==> src/design/wit_map.svh <==
// constants of the watch and interval timer: bit positions, reset values, taps
`ifndef WIT_MAP_SVH
`define WIT_MAP_SVH

// mode register layout
`define WIT_MODE_W          8
`define WIT_MODE_RESET      8'h00
`define WIT_BIT_GLOBAL_EN   0
`define WIT_BIT_RUN         1
`define WIT_BIT_WSEL_LO     2
`define WIT_BIT_WSEL_HI     3
`define WIT_BIT_ISEL_LO     4
`define WIT_BIT_ISEL_HI     6
`define WIT_BIT_CLK_SRC     7

// counter widths
`define WIT_PRESC_W         11
`define WIT_CNT_W           5

// peripheral clock divided by 2^7 gives the watch clock
`define WIT_PRS_DIV         128
`define WIT_PRS_DIV_W       7

// prescaler taps, in powers of two of the watch clock
`define WIT_TAP_COUNTER     9
`define WIT_TAP_SHORT       4
`define WIT_TAP_LONG        5
`define WIT_ITAP_BASE       4

// counter end values for the long watch periods
`define WIT_CNT_END_14      5'h1F
`define WIT_CNT_END_13      4'hF

`endif

==> src/design/wit_pkg.sv <==
// types shared by the watch and interval timer
package wit_pkg;

	// watch interrupt period selection
	typedef enum logic [1:0]
	{
		WIT_WP_2P14 = 2'h0,
		WIT_WP_2P13 = 2'h1,
		WIT_WP_2P5  = 2'h2,
		WIT_WP_2P4  = 2'h3
	} wit_wsel_t;

	typedef logic [10:0] wit_presc_t;
	typedef logic [4:0]  wit_cnt_t;

endpackage

==> src/design/wit_core.sv <==
// watch and interval timer: mode register, prescaler, 5-bit counter, interrupts
`include "wit_map.svh"

module wit_core
	import wit_pkg::*;
(
	input  wire logic                   clk,
	input  wire logic                   rst_n,
	input  wire logic                   mode_wr,
	input  wire logic [`WIT_MODE_W-1:0] mode_wdata,
	input  wire logic                   sub_clk,
	output logic      [`WIT_MODE_W-1:0] mode_rdata,
	output logic      [`WIT_PRESC_W-1:0] presc_value,
	output logic      [`WIT_CNT_W-1:0]  cnt_value,
	output logic                        watch_interrupt,
	output logic                        interval_interrupt
);

	logic [`WIT_MODE_W-1:0] watch_mode_reg;
	logic                   global_operation_enable;
	logic                   counter_run_bit;
	wit_wsel_t              wsel;
	logic [2:0]             isel;
	logic                   clock_source_select;
	logic                   div_tick;
	logic                   sub_q_reg;
	logic                   sub_edge;
	logic                   watch_tick;
	wit_presc_t             presc_reg;
	wit_cnt_t               cnt_reg;
	wit_presc_t             imask;
	logic                   tap9;
	logic                   watch_fire;
	logic                   interval_fire;
	logic                   watch_interrupt_reg;
	logic                   interval_interrupt_reg;

	// mode register, plain port write; reset gives stopped, peripheral clock
	always_ff @(posedge clk or negedge rst_n)
	begin
		if (!rst_n)
			watch_mode_reg <= `WIT_MODE_RESET;
		else if (mode_wr)
			watch_mode_reg <= mode_wdata;
	end

	// field decode
	assign global_operation_enable = watch_mode_reg[`WIT_BIT_GLOBAL_EN];
	assign counter_run_bit         = watch_mode_reg[`WIT_BIT_RUN];
	assign wsel                    = wit_wsel_t'(watch_mode_reg[`WIT_BIT_WSEL_HI:`WIT_BIT_WSEL_LO]);
	assign isel                    = watch_mode_reg[`WIT_BIT_ISEL_HI:`WIT_BIT_ISEL_LO];
	assign clock_source_select     = watch_mode_reg[`WIT_BIT_CLK_SRC];
	assign mode_rdata              = watch_mode_reg;

	// peripheral clock divided by 128; held in phase while stopped
	wit_tick_div #(
		.DIV   (`WIT_PRS_DIV),
		.CNT_W (`WIT_PRS_DIV_W)
	) u_prs_div (
		.clk   (clk),
		.rst_n (rst_n),
		.clr   (!global_operation_enable),
		.tick  (div_tick)
	);

	// subsystem clock arrives as a synchronous level; its rising edge is a tick
	always_ff @(posedge clk or negedge rst_n)
	begin
		if (!rst_n)
			sub_q_reg <= 1'b0;
		else
			sub_q_reg <= sub_clk;
	end

	assign sub_edge = sub_clk && !sub_q_reg;

	// watch clock enable: every period below is counted in these ticks
	assign watch_tick = clock_source_select ? sub_edge : div_tick;

	// 11-bit prescaler: runs on global enable alone, shared by both functions
	always_ff @(posedge clk or negedge rst_n)
	begin
		if (!rst_n)
			presc_reg <= '0;
		else if (!global_operation_enable)
			presc_reg <= '0;
		else if (watch_tick)
			presc_reg <= presc_reg + wit_presc_t'(1);
	end

	// prescaler 2^9 output feeds the 5-bit counter
	assign tap9 = watch_tick && (&presc_reg[`WIT_TAP_COUNTER-1:0]);

	// 5-bit counter; run cleared alone restarts only this, prescaler keeps phase,
	// so the first watch interrupt afterwards may be off by up to 2^9 ticks
	always_ff @(posedge clk or negedge rst_n)
	begin
		if (!rst_n)
			cnt_reg <= '0;
		else if (!global_operation_enable || !counter_run_bit)
			cnt_reg <= '0;
		else if (tap9)
			cnt_reg <= cnt_reg + wit_cnt_t'(1);
	end

	// watch period select; long periods via counter overflow, short via taps
	always_comb
	begin
		case (wsel)
			WIT_WP_2P14:
				watch_fire = tap9 && (cnt_reg == `WIT_CNT_END_14);
			WIT_WP_2P13:
				watch_fire = tap9 && (cnt_reg[3:0] == `WIT_CNT_END_13);
			WIT_WP_2P5:
				watch_fire = watch_tick && (&presc_reg[`WIT_TAP_LONG-1:0]);
			WIT_WP_2P4:
				watch_fire = watch_tick && (&presc_reg[`WIT_TAP_SHORT-1:0]);
			default:
				watch_fire = 1'b0;
		endcase
	end

	// interval tap mask: 2^(4+isel) ticks, doubling per step
	assign imask = wit_presc_t'((12'h001 << (`WIT_ITAP_BASE + 32'(isel))) - 12'h001);

	// interval fires each time the low prescaler bits wrap
	assign interval_fire = watch_tick && ((presc_reg & imask) == imask);

	// interrupt pulses: one clock, in the cycle after the watch tick that completes a period;
	// gating by the enables keeps stopped timers silent (first period may be short)
	always_ff @(posedge clk or negedge rst_n)
	begin
		if (!rst_n)
			watch_interrupt_reg <= 1'b0;
		else
			watch_interrupt_reg <= watch_fire && global_operation_enable
				&& counter_run_bit;
	end

	always_ff @(posedge clk or negedge rst_n)
	begin
		if (!rst_n)
			interval_interrupt_reg <= 1'b0;
		else
			interval_interrupt_reg <= interval_fire && global_operation_enable;
	end

	assign watch_interrupt    = watch_interrupt_reg;
	assign interval_interrupt = interval_interrupt_reg;
	assign presc_value        = presc_reg;
	assign cnt_value          = cnt_reg;
endmodule

==> src/design/wit_tick_div.sv <==
// clock-enable divider: one-cycle tick every DIV clocks, restarted by clr
`include "wit_map.svh"

module wit_tick_div
	import wit_pkg::*;
#(
	parameter int DIV   = `WIT_PRS_DIV,
	parameter int CNT_W = `WIT_PRS_DIV_W
)
(
	input  wire logic clk,
	input  wire logic rst_n,
	input  wire logic clr,
	output logic      tick
);

	logic [CNT_W-1:0] div_reg;

	// free count; clr restarts the phase so a fresh start is repeatable
	always_ff @(posedge clk or negedge rst_n)
	begin
		if (!rst_n)
			div_reg <= '0;
		else if (clr)
			div_reg <= '0;
		else if (div_reg == CNT_W'(DIV - 1))
			div_reg <= '0;
		else
			div_reg <= div_reg + CNT_W'(1);
	end

	assign tick = !clr && (div_reg == CNT_W'(DIV - 1));

endmodule

==> config.mk <==
export PLATFORM = sky130hd
export DESIGN_NAME = wit_core
export DESIGN_NICKNAME = d
export VERILOG_FILES = /design/src/design/wit_pkg.sv /design/src/design/wit_core.sv /design/src/design/wit_tick_div.sv
export VERILOG_INCLUDE_DIRS = /design/src /design/src/design
export SDC_FILE = /design/constraint.sdc
export NUM_CORES = 1
export LEC_CHECK = 0
export BUFFER_PORTS_ARGS = -buffer_cell sky130_fd_sc_hd__buf_2
export CORE_UTILIZATION = 57
export CTS_CLUSTER_SIZE = 20
export DETAILED_ROUTE_END_ITERATION = 8
export PLACE_DENSITY = 0.82
export SYNTH_ARGS = -nofsm -noshare
export SYNTH_HDL_FRONTEND = slang
export SYNTH_SLANG_ARGS = --single-unit
==> constraint.sdc <==
create_clock -name clk -period 5 [get_ports clk]
set_input_delay 0.25 -clock clk [delete_from_list [all_inputs] [get_ports clk]]
set_output_delay 0.25 -clock clk [all_outputs]
set_load 0.1 [all_outputs]
==> flow_summary.json, run 1 <==
{
  "sw_frac_of_total": 0.303,
  "port_buffers": 37,
  "yosysSeqAreaShare": 0.511,
  "tritoncts": "built",
  "p_int_uw": 400,
  "p_per_area_nw_per_um2": 295,
  "synth_xor_area_frac": 0.0263,
  "cts_resized": 0,
  "crit_start": "u_prs_div.div_reg[0]",
  "dp_hpwl_mm": 2.42,
  "cts_made_buffers": 5,
  "worstPathRequired_ns": 5.25,
  "drt_iter0_markers": 40,
  "grt.overflow.total": 0,
  "synth_cell_types": 30,
  "largest_reg_flops": 11,
  "cts_setup_buffers": 0,
  "drv_cap": 0,
  "wl_mm": 3.37,
  "critPathMaxFanout": 27,
  "holdBufCountCts": 1,
  "clockRootBuffer": "clkbuf_4",
  "h-tree-depth": 2,
  "rsz0062_at_grt": "no",
  "rr_endpoint": "presc_value[9]",
  "hold_viol": 0,
  "syn_area_um2": 1660,
  "dpl_cell_area_um2": 1860,
  "dieArea_um2": 3140,
  "grt_pass1_vias": 1432,
  "clock.fmax_mhz": 469,
  "combPwrFrac": 0.168,
  "rrSetupSlack_ns": 2.87,
  "diodes": 0,
  "worstMarginPinSlew_ns": 0.829,
  "synth_fa_ha_area_frac": 0.0451,
  "placed_cells_incl_taps": 227,
  "setup_violations": 0,
  "status": "completed",
  "power_leakage_nw": 0.905,
  "clk_latency_ns": 0.33,
  "path_class": "flip-flop to flip-flop",
  "route.detailed.drc": 0,
  "final_nets": 222,
  "clkPwrFrac": 0.317,
  "detail_route.wl_per_cell_um": 14.3,
  "synth-compound-area-share": 0.144,
  "syn_avg_cell_area_um2": 10.2,
  "fin_area_um2": 1950,
  "die_x_um": 56.0,
  "grt_usage": 0.251,
  "worstHoldPathType": "input port to flip-flop",
  "finalPower_uw": 574,
  "core-area_um2": 2760,
  "ys_ff_latch": 34,
  "max-slew-margin-rel": 0.448,
  "endpoint_kind": "flip-flop",
  "syn_nets": 181,
  "vias": 1439,
  "layout.cells.non_filler": 236,
  "crit_path_start_kind": "flip-flop",
  "arrival_ns": 2.39,
  "pin_count": 38,
  "firstDrtPassIters": 4,
  "ys_warn_count": 0,
  "area_growth_pct": 17.0,
  "cts_buffer_depth": 2,
  "grt_start_max_net_pins": 35,
  "p_sw_uw": 174,
  "crit_path_end": "presc_value[9]",
  "viasPerCell": 6.10,
  "synth_top_family_by_area": "simple AND/OR/NAND/NOR gates",
  "synth_cells": 163,
  "yosys.area_share.simple": 0.187,
  "drive_gt1_frac": 0.278,
  "fin_crit_ns": 2.13,
  "place_congestion": 0.751,
  "rr_worst_depth": 5,
  "pwr-share-seq": 0.515,
  "clkSinkCount": 34,
  "fin_crit_sh": 0.426,
  "synth_mux_area_frac": 0.0541,
  "floorplan.initialDensity": 0.603,
  "die_h_um": 56.0,
  "antenna_left": 0,
  "finClkSkew_ns": 0.00794,
  "clkTransAtPathRegs_ns": 0.10,
  "rr_startpoint": "u_prs_div.div_reg[0]",
  "vdd_drop_max_v": 0.000266,
  "finalSetupTns_ns": 0,
  "grt_first_pass_wirelength_mm": 6.18,
  "finalMaxSlewViolations": 0,
  "antenna_found_initial": 0,
  "rows": 19
}
stage by stage:
step / utilization / hold WS (ns) / worst slack [ns]
final: 0.706 / 0.0338 / 2.87
after global routing: 0.706 / 0.00868 / 2.71
after CTS: 0.706 / 0.0237 / 2.87
after global placement: 0.674 / 0.345 / 2.99
after detailed placement: 0.674 / 0.356 / 2.90
after floorplan: - / -0.0456 / 2.51
worst min path at each step:
stage	startpoint	to	slack [ns]	cells after the start
5_1_grt	sub_clk	sub_q_reg	0.009	1
6_report	sub_clk	sub_q_reg	0.03	1
4_1_cts	sub_clk	sub_q_reg	0.02	1
3_5_place_dp	rst_n	mode_rdata[4]	0.36	1
2_1_floorplan	rst_n	cnt_value[0]	-0.05	0
3_3_place_gp	rst_n	mode_rdata[4]	0.34	1
cell usage in the layout, fill, tap and decap left out, types with 2 or more instances in the layout:
cell type,instances
buf_2,37
dfrtp_1,34
nand2_1,17
a21oi_1,17
o21ai_0,13
nor2_1,10
nand3_1,9
mux2_2,8
or3_1,6
ha_1,6
inv_1,5
o31ai_1,5
or4_1,5
clkbuf_4,5
xnor2_1,3
nand4_1,3
clkbuf_8,3
nor3_1,2
and2_1,2
xor2_1,2
o31a_1,2
power by group through the flow:
stage	logic [mW]	registers (mW)	clock network, mW
after floorplan	0.0253	0.350	0
after global placement	0.0948	0.300	0
after detailed placement	0.0963	0.301	0
after CTS	0.0972	0.296	0.188
after global routing	0.103	0.297	0.200
final	0.0964	0.295	0.182
per-layer routing:
layer  share of wire  routed length, um  GRT usage
met5               0                  0          0
met4           0.023                 76      0.101
met3           0.053                179     0.0628
met2            0.47               1600      0.420
met1            0.45               1520      0.311
final cells by class:
cell class              count  area, um^2
flip-flops and latches     34         851
repair buffers             38         195
fillers                   213         811
well taps                  31        38.8
multi-input cells         119         761
clock buffers               8        78.8
inverters                   6        22.5
kinds of logic (layout without fill, tap and decap cells):
group	count (synthesis)	count (layout)
and+or+nand+nor	60	60
AOI/OAI and AO/OA	40	40
DFF	34	34
buffers and inverters	10	52
muxes	8	8
adders and majority gates	6	6
xor gates and xnor gates	5	5
cell usage after synthesis (all sizes together):
| library cell | instances | share of area |
|---|---|---|
| o31a | 2 | 0.011 |
| nand2b | 1 | 0.0038 |
| inv | 5 | 0.011 |
| nand3b | 1 | 0.0045 |
| clkbuf | 2 | 0.0045 |
| nand3 | 9 | 0.027 |
| a21oi | 17 | 0.051 |
| mux2 | 8 | 0.054 |
| and4 | 1 | 0.0053 |
| o31ai | 6 | 0.030 |
| o21ai | 13 | 0.039 |
| clkinv | 1 | 0.0023 |
| a2111oi | 1 | 0.0090 |
| xnor2 | 3 | 0.016 |
| a22oi | 1 | 0.0045 |
| or3 | 6 | 0.023 |
| nor2 | 10 | 0.023 |
| dfrtp | 34 | 0.51 |
| and2 | 3 | 0.012 |
| nand2 | 17 | 0.038 |
| or4 | 5 | 0.023 |
| and3 | 1 | 0.0038 |
| buf | 2 | 0.014 |
| ha | 6 | 0.045 |
| nor3 | 2 | 0.0060 |
| nand4 | 4 | 0.019 |
| xor2 | 2 | 0.011 |
critical path, cell delays in order, from the launching register on:
cell	delay, ns
dfrtp_1	0.40
ha_1	0.26
nand3_1	0.14
o31a_1	0.52
or4_1	0.57
a21oi_1	0.16
(Power assumes the default switching activity.)
==> inputs of run 2 (changes only) <==
Settings changed: ABC_AREA from default to 1, CORE_UTILIZATION 57 to 53, PLACE_DENSITY 0.82 to 0.76.
Clock period 5 ns to 2.1 ns, I/O delays scaled along.
==> flow_summary.json, run 2 <==
{
  "sw_frac_of_total": 0.329,
  "cts_made_buffers": 5,
  "firstDrtPassIters": 4,
  "grt.overflow.total": 0,
  "multi_input_area_um2": 772,
  "p_sw_uw": 432,
  "hold_viol": 0,
  "rr_endpoint": "watch_interrupt",
  "syn_nets": 229,
  "power_leakage_nw": 1.11,
  "grt_first_pass_wirelength_mm": 6.40,
  "rr_worst_depth": 9,
  "p_per_area_nw_per_um2": 628,
  "largest_reg_flops": 11,
  "tritoncts": "built",
  "max-slew-margin-rel": 0.504,
  "grt_pass1_vias": 1426,
  "path_class": "flip-flop to flip-flop",
  "synth_top_area_share": 0.488,
  "wl_mm": 3.76,
  "syn_avg_cell_area_um2": 8.26,
  "route.detailed.drc": 0,
  "yosysMostFrequentCell": "nand2_1",
  "dieArea_um2": 3520,
  "area_growth_pct": 20.0,
  "setup_violations": 0,
  "vias": 1582,
  "status": "completed",
  "cp_top_family": "adder cells",
  "pin_count": 38,
  "ys_warn_count": 0,
  "rsz0062_at_grt": "no",
  "slowest_stage": "dfrtp_2",
  "grt_use_met2": 0.416,
  "fill_cells": 282,
  "synthTopCellsByArea": "dfrtp_1 (49%), nand2_1 (12%), nand3_1 (6.0%)",
  "cts_setup_buffers": 0,
  "fin_area_um2": 2090,
  "diodes": 0,
  "h-tree-depth": 2,
  "synth_cells": 211,
  "crit_start": "presc_value[0]",
  "place_congestion": 0.795,
  "rows": 20,
  "die_x_um": 59.3,
  "synth_common_cells": "nand2_1 (54), dfrtp_1 (34), inv_1 (22)",
  "grt_usage": 0.250,
  "endpoint_kind": "flip-flop",
  "viasPerCell": 5.24,
  "grt_use_met1": 0.310,
  "vdd_drop_max_v": 0.000425,
  "antenna_left": 0,
  "rr_startpoint": "presc_value[0]",
  "worst_slack_ns": 0.350,
  "rrSetupSlack_ns": 0.35,
  "slowest_delay_ns": 0.47,
  "synth-async-reset-ratio": 1.00,
  "worstHoldPathType": "input port to flip-flop",
  "drive_gt1_frac": 0.217,
  "syn_area_um2": 1740,
  "clkTransAtPathRegs_ns": 0.10,
  "holdBufCountCts": 8,
  "core-area_um2": 3080,
  "pwr-share-seq": 0.530,
  "dp_slack_ns": 0.373,
  "crit_path_start_kind": "flip-flop",
  "ys_ff_latch": 34,
  "crit_path_end": "watch_interrupt",
  "final_nets": 277,
  "combPwrFrac": 0.191,
  "dpl_cell_area_um2": 1960,
  "fin_crit_ns": 1.75,
  "grt_util_met3": 0.0590,
  "port_buffers": 37,
  "worstMarginPinSlew_ns": 0.744,
  "grt_start_max_net_pins": 35,
  "finClkSkew_ns": 0.00768,
  "finalMaxSlewViolations": 0,
  "critPathMaxFanout": 8,
  "synth_cell_types": 25,
  "floorplan.initialDensity": 0.566,
  "layout_common_cells": "nand2_1 (54), buf_2 (37), dfrtp_1 (32)",
  "arrival_ns": 1.98,
  "drt_iter0_markers": 154,
  "yosysTopAreaCell": "dfrtp_1",
  "clk_latency_ns": 0.34,
  "clockRootBuffer": "clkbuf_4",
  "fin_crit_sh": 0.833,
  "cts_buffer_depth": 2,
  "clock.fmax_mhz": 572,
  "layout_commonest_cell": "nand2_1",
  "grt_busiest_layer": "met2",
  "detail_route.wl_per_cell_um": 12.4,
  "regArea_um2": 853,
  "yosysSeqAreaShare": 0.488,
  "ys.flop_type": "dfrtp_1",
  "antenna_found_initial": 0,
  "p_int_uw": 880,
  "worstPathRequired_ns": 2.33,
  "drv_cap": 0,
  "dp_hpwl_mm": 2.64,
  "crit_buf_inv": 2,
  "clkPwrFrac": 0.279,
  "die_h_um": 59.3,
  "synth-edff-count": 0,
  "crit_cells": 9,
  "clkSinkCount": 34,
  "finalSetupTns_ns": 0,
  "cts_resized": 0,
  "cp_cell_sequence": "ha_1, nand3_1, inv_1, nand2_1, inv_1, ha_1, o21a_1, a21oi_1, nor3_1"
}
run 2: worst min path at each step:
stage,from,to,slack [ns],depth (start not counted)
after floorplan,rst_n,cnt_value[0],-0.19,0
after global placement,rst_n,mode_rdata[3],0.21,1
after detailed placement,rst_n,mode_rdata[3],0.21,1
after CTS,mode_wdata[6],mode_rdata[6],0.01,2
after global routing,mode_wdata[6],mode_rdata[6],0.003,2
final,mode_wdata[6],mode_rdata[6],0.02,2
run 2: logic make-up (layout without fill, tap and decap cells):
family,Yosys count,in the layout,share of synthesized area
XOR/XNOR,2,2,0.0101
AO/OA/AOI/OAI,25,25,0.0818
multiplexers,3,3,0.0194
adder cells (fa/ha/maj),6,6,0.0431
buffers and inverters,28,75,0.0689
flip-flops,34,34,0.488
AND/OR/NAND/NOR,113,113,0.289
run 2: routing by layer:
| metal | vias up | share of wire |
|---|---|---|
| met5 | - | 0 |
| met4 | 0 | 0.014 |
| met3 | 5 | 0.049 |
| met2 | 43 | 0.49 |
| met1 | 749 | 0.45 |
| li1 | 785 | - |
run 2: worst register-to-register path, stage by stage (launching register included):
cell and delay, ns:
dfrtp_2 0.47, ha_1 0.24, nand3_1 0.13, inv_1 0.09, nand2_1 0.09, inv_1 0.05
ha_1 0.25, o21a_1 0.14, a21oi_1 0.14, nor3_1 0.06
run 2: stage by stage:
stage	std cells	utilization	power, mW	hold WS (ns)
2_1_floorplan	211	-	0.892	-0.191
3_3_place_gp	288	0.637	0.944	0.213
3_5_place_dp	288	0.637	0.949	0.215
4_1_cts	302	0.679	1.32	0.0141
5_1_grt	302	0.679	1.37	0.00309
6_report	302	0.679	1.31	0.0178
run 2: power by group through the flow:
stage	registers, mW	logic, mW	clock network, mW
3_3_place_gp	0.708	0.237	0
4_1_cts	0.696	0.252	0.370
2_1_floorplan	0.825	0.0671	0
3_5_place_dp	0.709	0.240	0
5_1_grt	0.701	0.269	0.401
6_report	0.696	0.250	0.366
run 2: area by class of cell:
type | instances | share of cell area
tap | 44 | 0.0263
inverter | 23 | 0.0413
multi-input combinational | 149 | 0.369
timing repair buffer | 46 | 0.130
sequential | 34 | 0.408
clock buffer | 6 | 0.0245
==> inputs of run 3 (changes only) <==
Clock period 2.1 ns to 1.7 ns, I/O delays scaled along.
==> flow_summary.json, run 3 (synthesis results as in run 2) <==
{
  "grt_start_max_net_pins": 20,
  "drive_gt1_frac": 0.287,
  "vdd_drop_max_v": 0.000519,
  "grt_first_pass_wirelength_mm": 6.64,
  "slowest_delay_ns": 0.51,
  "final_nets": 285,
  "worstHoldPathType": "input port to flip-flop",
  "fin_crit_sh": 0.935,
  "power_leakage_nw": 1.14,
  "drt_iter0_markers": 130,
  "layout_commonest_cell": "nand2_1",
  "die_x_um": 59.3,
  "sw_frac_of_total": 0.309,
  "path_class": "flip-flop to flip-flop",
  "h-tree-depth": 2,
  "place_congestion": 0.799,
  "hold_viol": 0,
  "detail_route.wl_per_cell_um": 12.8,
  "arrival_ns": 1.84,
  "area_growth_pct": 28.2,
  "rows": 20,
  "clkSinkCount": 34,
  "fin_crit_ns": 1.59,
  "grt.overflow.total": 0,
  "firstDrtPassIters": 4,
  "port_buffers": 37,
  "clkTransAtPathRegs_ns": 0.11,
  "pin_count": 38,
  "combPwrFrac": 0.186,
  "layout_common_cells": "nand2_1 (54), buf_2 (37), inv_1 (22)",
  "floorplan.initialDensity": 0.566,
  "route.detailed.drc": 0,
  "antenna_found_initial": 0,
  "setup_violations": 0,
  "die_h_um": 59.3,
  "finClkSkew_ns": 0.0118,
  "slowest_stage": "dfrtp_4",
  "finalPower_mw": 1.77,
  "cts_made_buffers": 5,
  "post-route-util": 0.726,
  "p_int_mw": 1.23,
  "endpoint_kind": "flip-flop",
  "rsz0062_at_grt": "no",
  "diodes": 0,
  "clk_latency_ns": 0.34,
  "grt_pass1_vias": 1500,
  "drv_cap": 0,
  "finalMaxSlewViolations": 0,
  "p_sw_uw": 548,
  "clockRootBuffer": "clkbuf_4",
  "antenna_left": 0,
  "wl_mm": 4.01,
  "largest_reg_flops": 11,
  "pwr-share-seq": 0.486,
  "dp_hpwl_mm": 2.73,
  "core-area_um2": 3080,
  "dieArea_um2": 3520,
  "vias": 1608,
  "critPathMaxFanout": 5,
  "cp_cell_sequence": "ha_1, nand2_1, inv_1, nand2_1, inv_1, ha_1, o21a_1, a21oi_1, nor3_1",
  "grt_usage": 0.260,
  "worstMarginPinSlew_ns": 0.496,
  "p_per_area_nw_per_um2": 794,
  "crit_path_start_kind": "flip-flop",
  "status": "completed",
  "tritoncts": "built",
  "max-slew-margin-rel": 0.672,
  "clock.fmax_mhz": 629,
  "clkPwrFrac": 0.329,
  "cts_buffer_depth": 2,
  "viasPerCell": 5.15,
  "worstPathRequired_ns": 1.95
}
## run 3: routing by layer
metal / part of all wire / track usage / vias up / wire, um
met5: 0 / 0 / - / 0
met4: 0.0095 / 0.0918 / 0 / 38
met3: 0.054 / 0.0677 / 4 / 215
met2: 0.50 / 0.430 / 53 / 2000
met1: 0.44 / 0.328 / 747 / 1760
li1: - / - / 804 / -
## run 3: path summary, 6_finish.rpt
kind	startpoint	slack, ns	cells past startpoint	endpoint
setup / recovery	cnt_value[0]	0.11	9	watch_interrupt
hold / removal	mode_wr	0.09	3	mode_rdata[2]
setup reg to reg	cnt_value[0]	0.11	9	watch_interrupt
min in group asynchronous	rst_n	0.20	2	cnt_value[1]
max in group asynchronous	rst_n	0.90	3	mode_rdata[0]
hold reg to reg	u_prs_div.div_reg[0]	0.51	1	u_prs_div.div_reg[0]
## run 3: power by group through the flow
stage | Sequential, mW | Combinational, mW | Clock (mW)
floorplan | 1.02 | 0.0829 | 0
global placement | 0.877 | 0.301 | 0
detailed placement | 0.879 | 0.303 | 0
CTS | 0.863 | 0.321 | 0.589
global route | 0.867 | 0.353 | 0.621
finish | 0.862 | 0.330 | 0.584
## run 3: repair_timing
action,in CTS,in global routing
setup endpoints to repair,0,6
setup buffers,0,4
gates resized for setup,0,1
endpoints found under the hold margin,26,0
hold buffers,10,0
## run 3: final cells by class
cell class,count,area (um^2)
Clock inverter,1,30.0
Timing Repair Buffer,54,338
Tap cell,44,55.1
Clock buffer,7,45.0
Sequential cell,34,878
Inverter,23,86.3
Multi-Input combinational cell,149,802
Fill cell,251,843
## run 3: per-stage QoR
step,worst slack [ns],TNS [ns],area (um^2),instances,hold WS (ns)
3_5_place_dp,0.0770,0,2020,290,0.0432
4_1_cts,0.0541,0,2200,308,0.0802
6_report,0.111,0,2230,312,0.0910
5_1_grt,0.00295,0,2230,312,0.101
3_3_place_gp,0.151,0,2020,290,0.0434
2_1_floorplan,-0.0451,-0.0451,1800,211,-0.211
## run 3: critical path, delay by kind of cell (launching register included)
kind,cells,cell delay [ns]
AOI/OAI and AO/OA,2,0.31
adders and majority gates,2,0.38
buffers and inverters,2,0.08
DFF,1,0.51
and+or+nand+nor,3,0.19
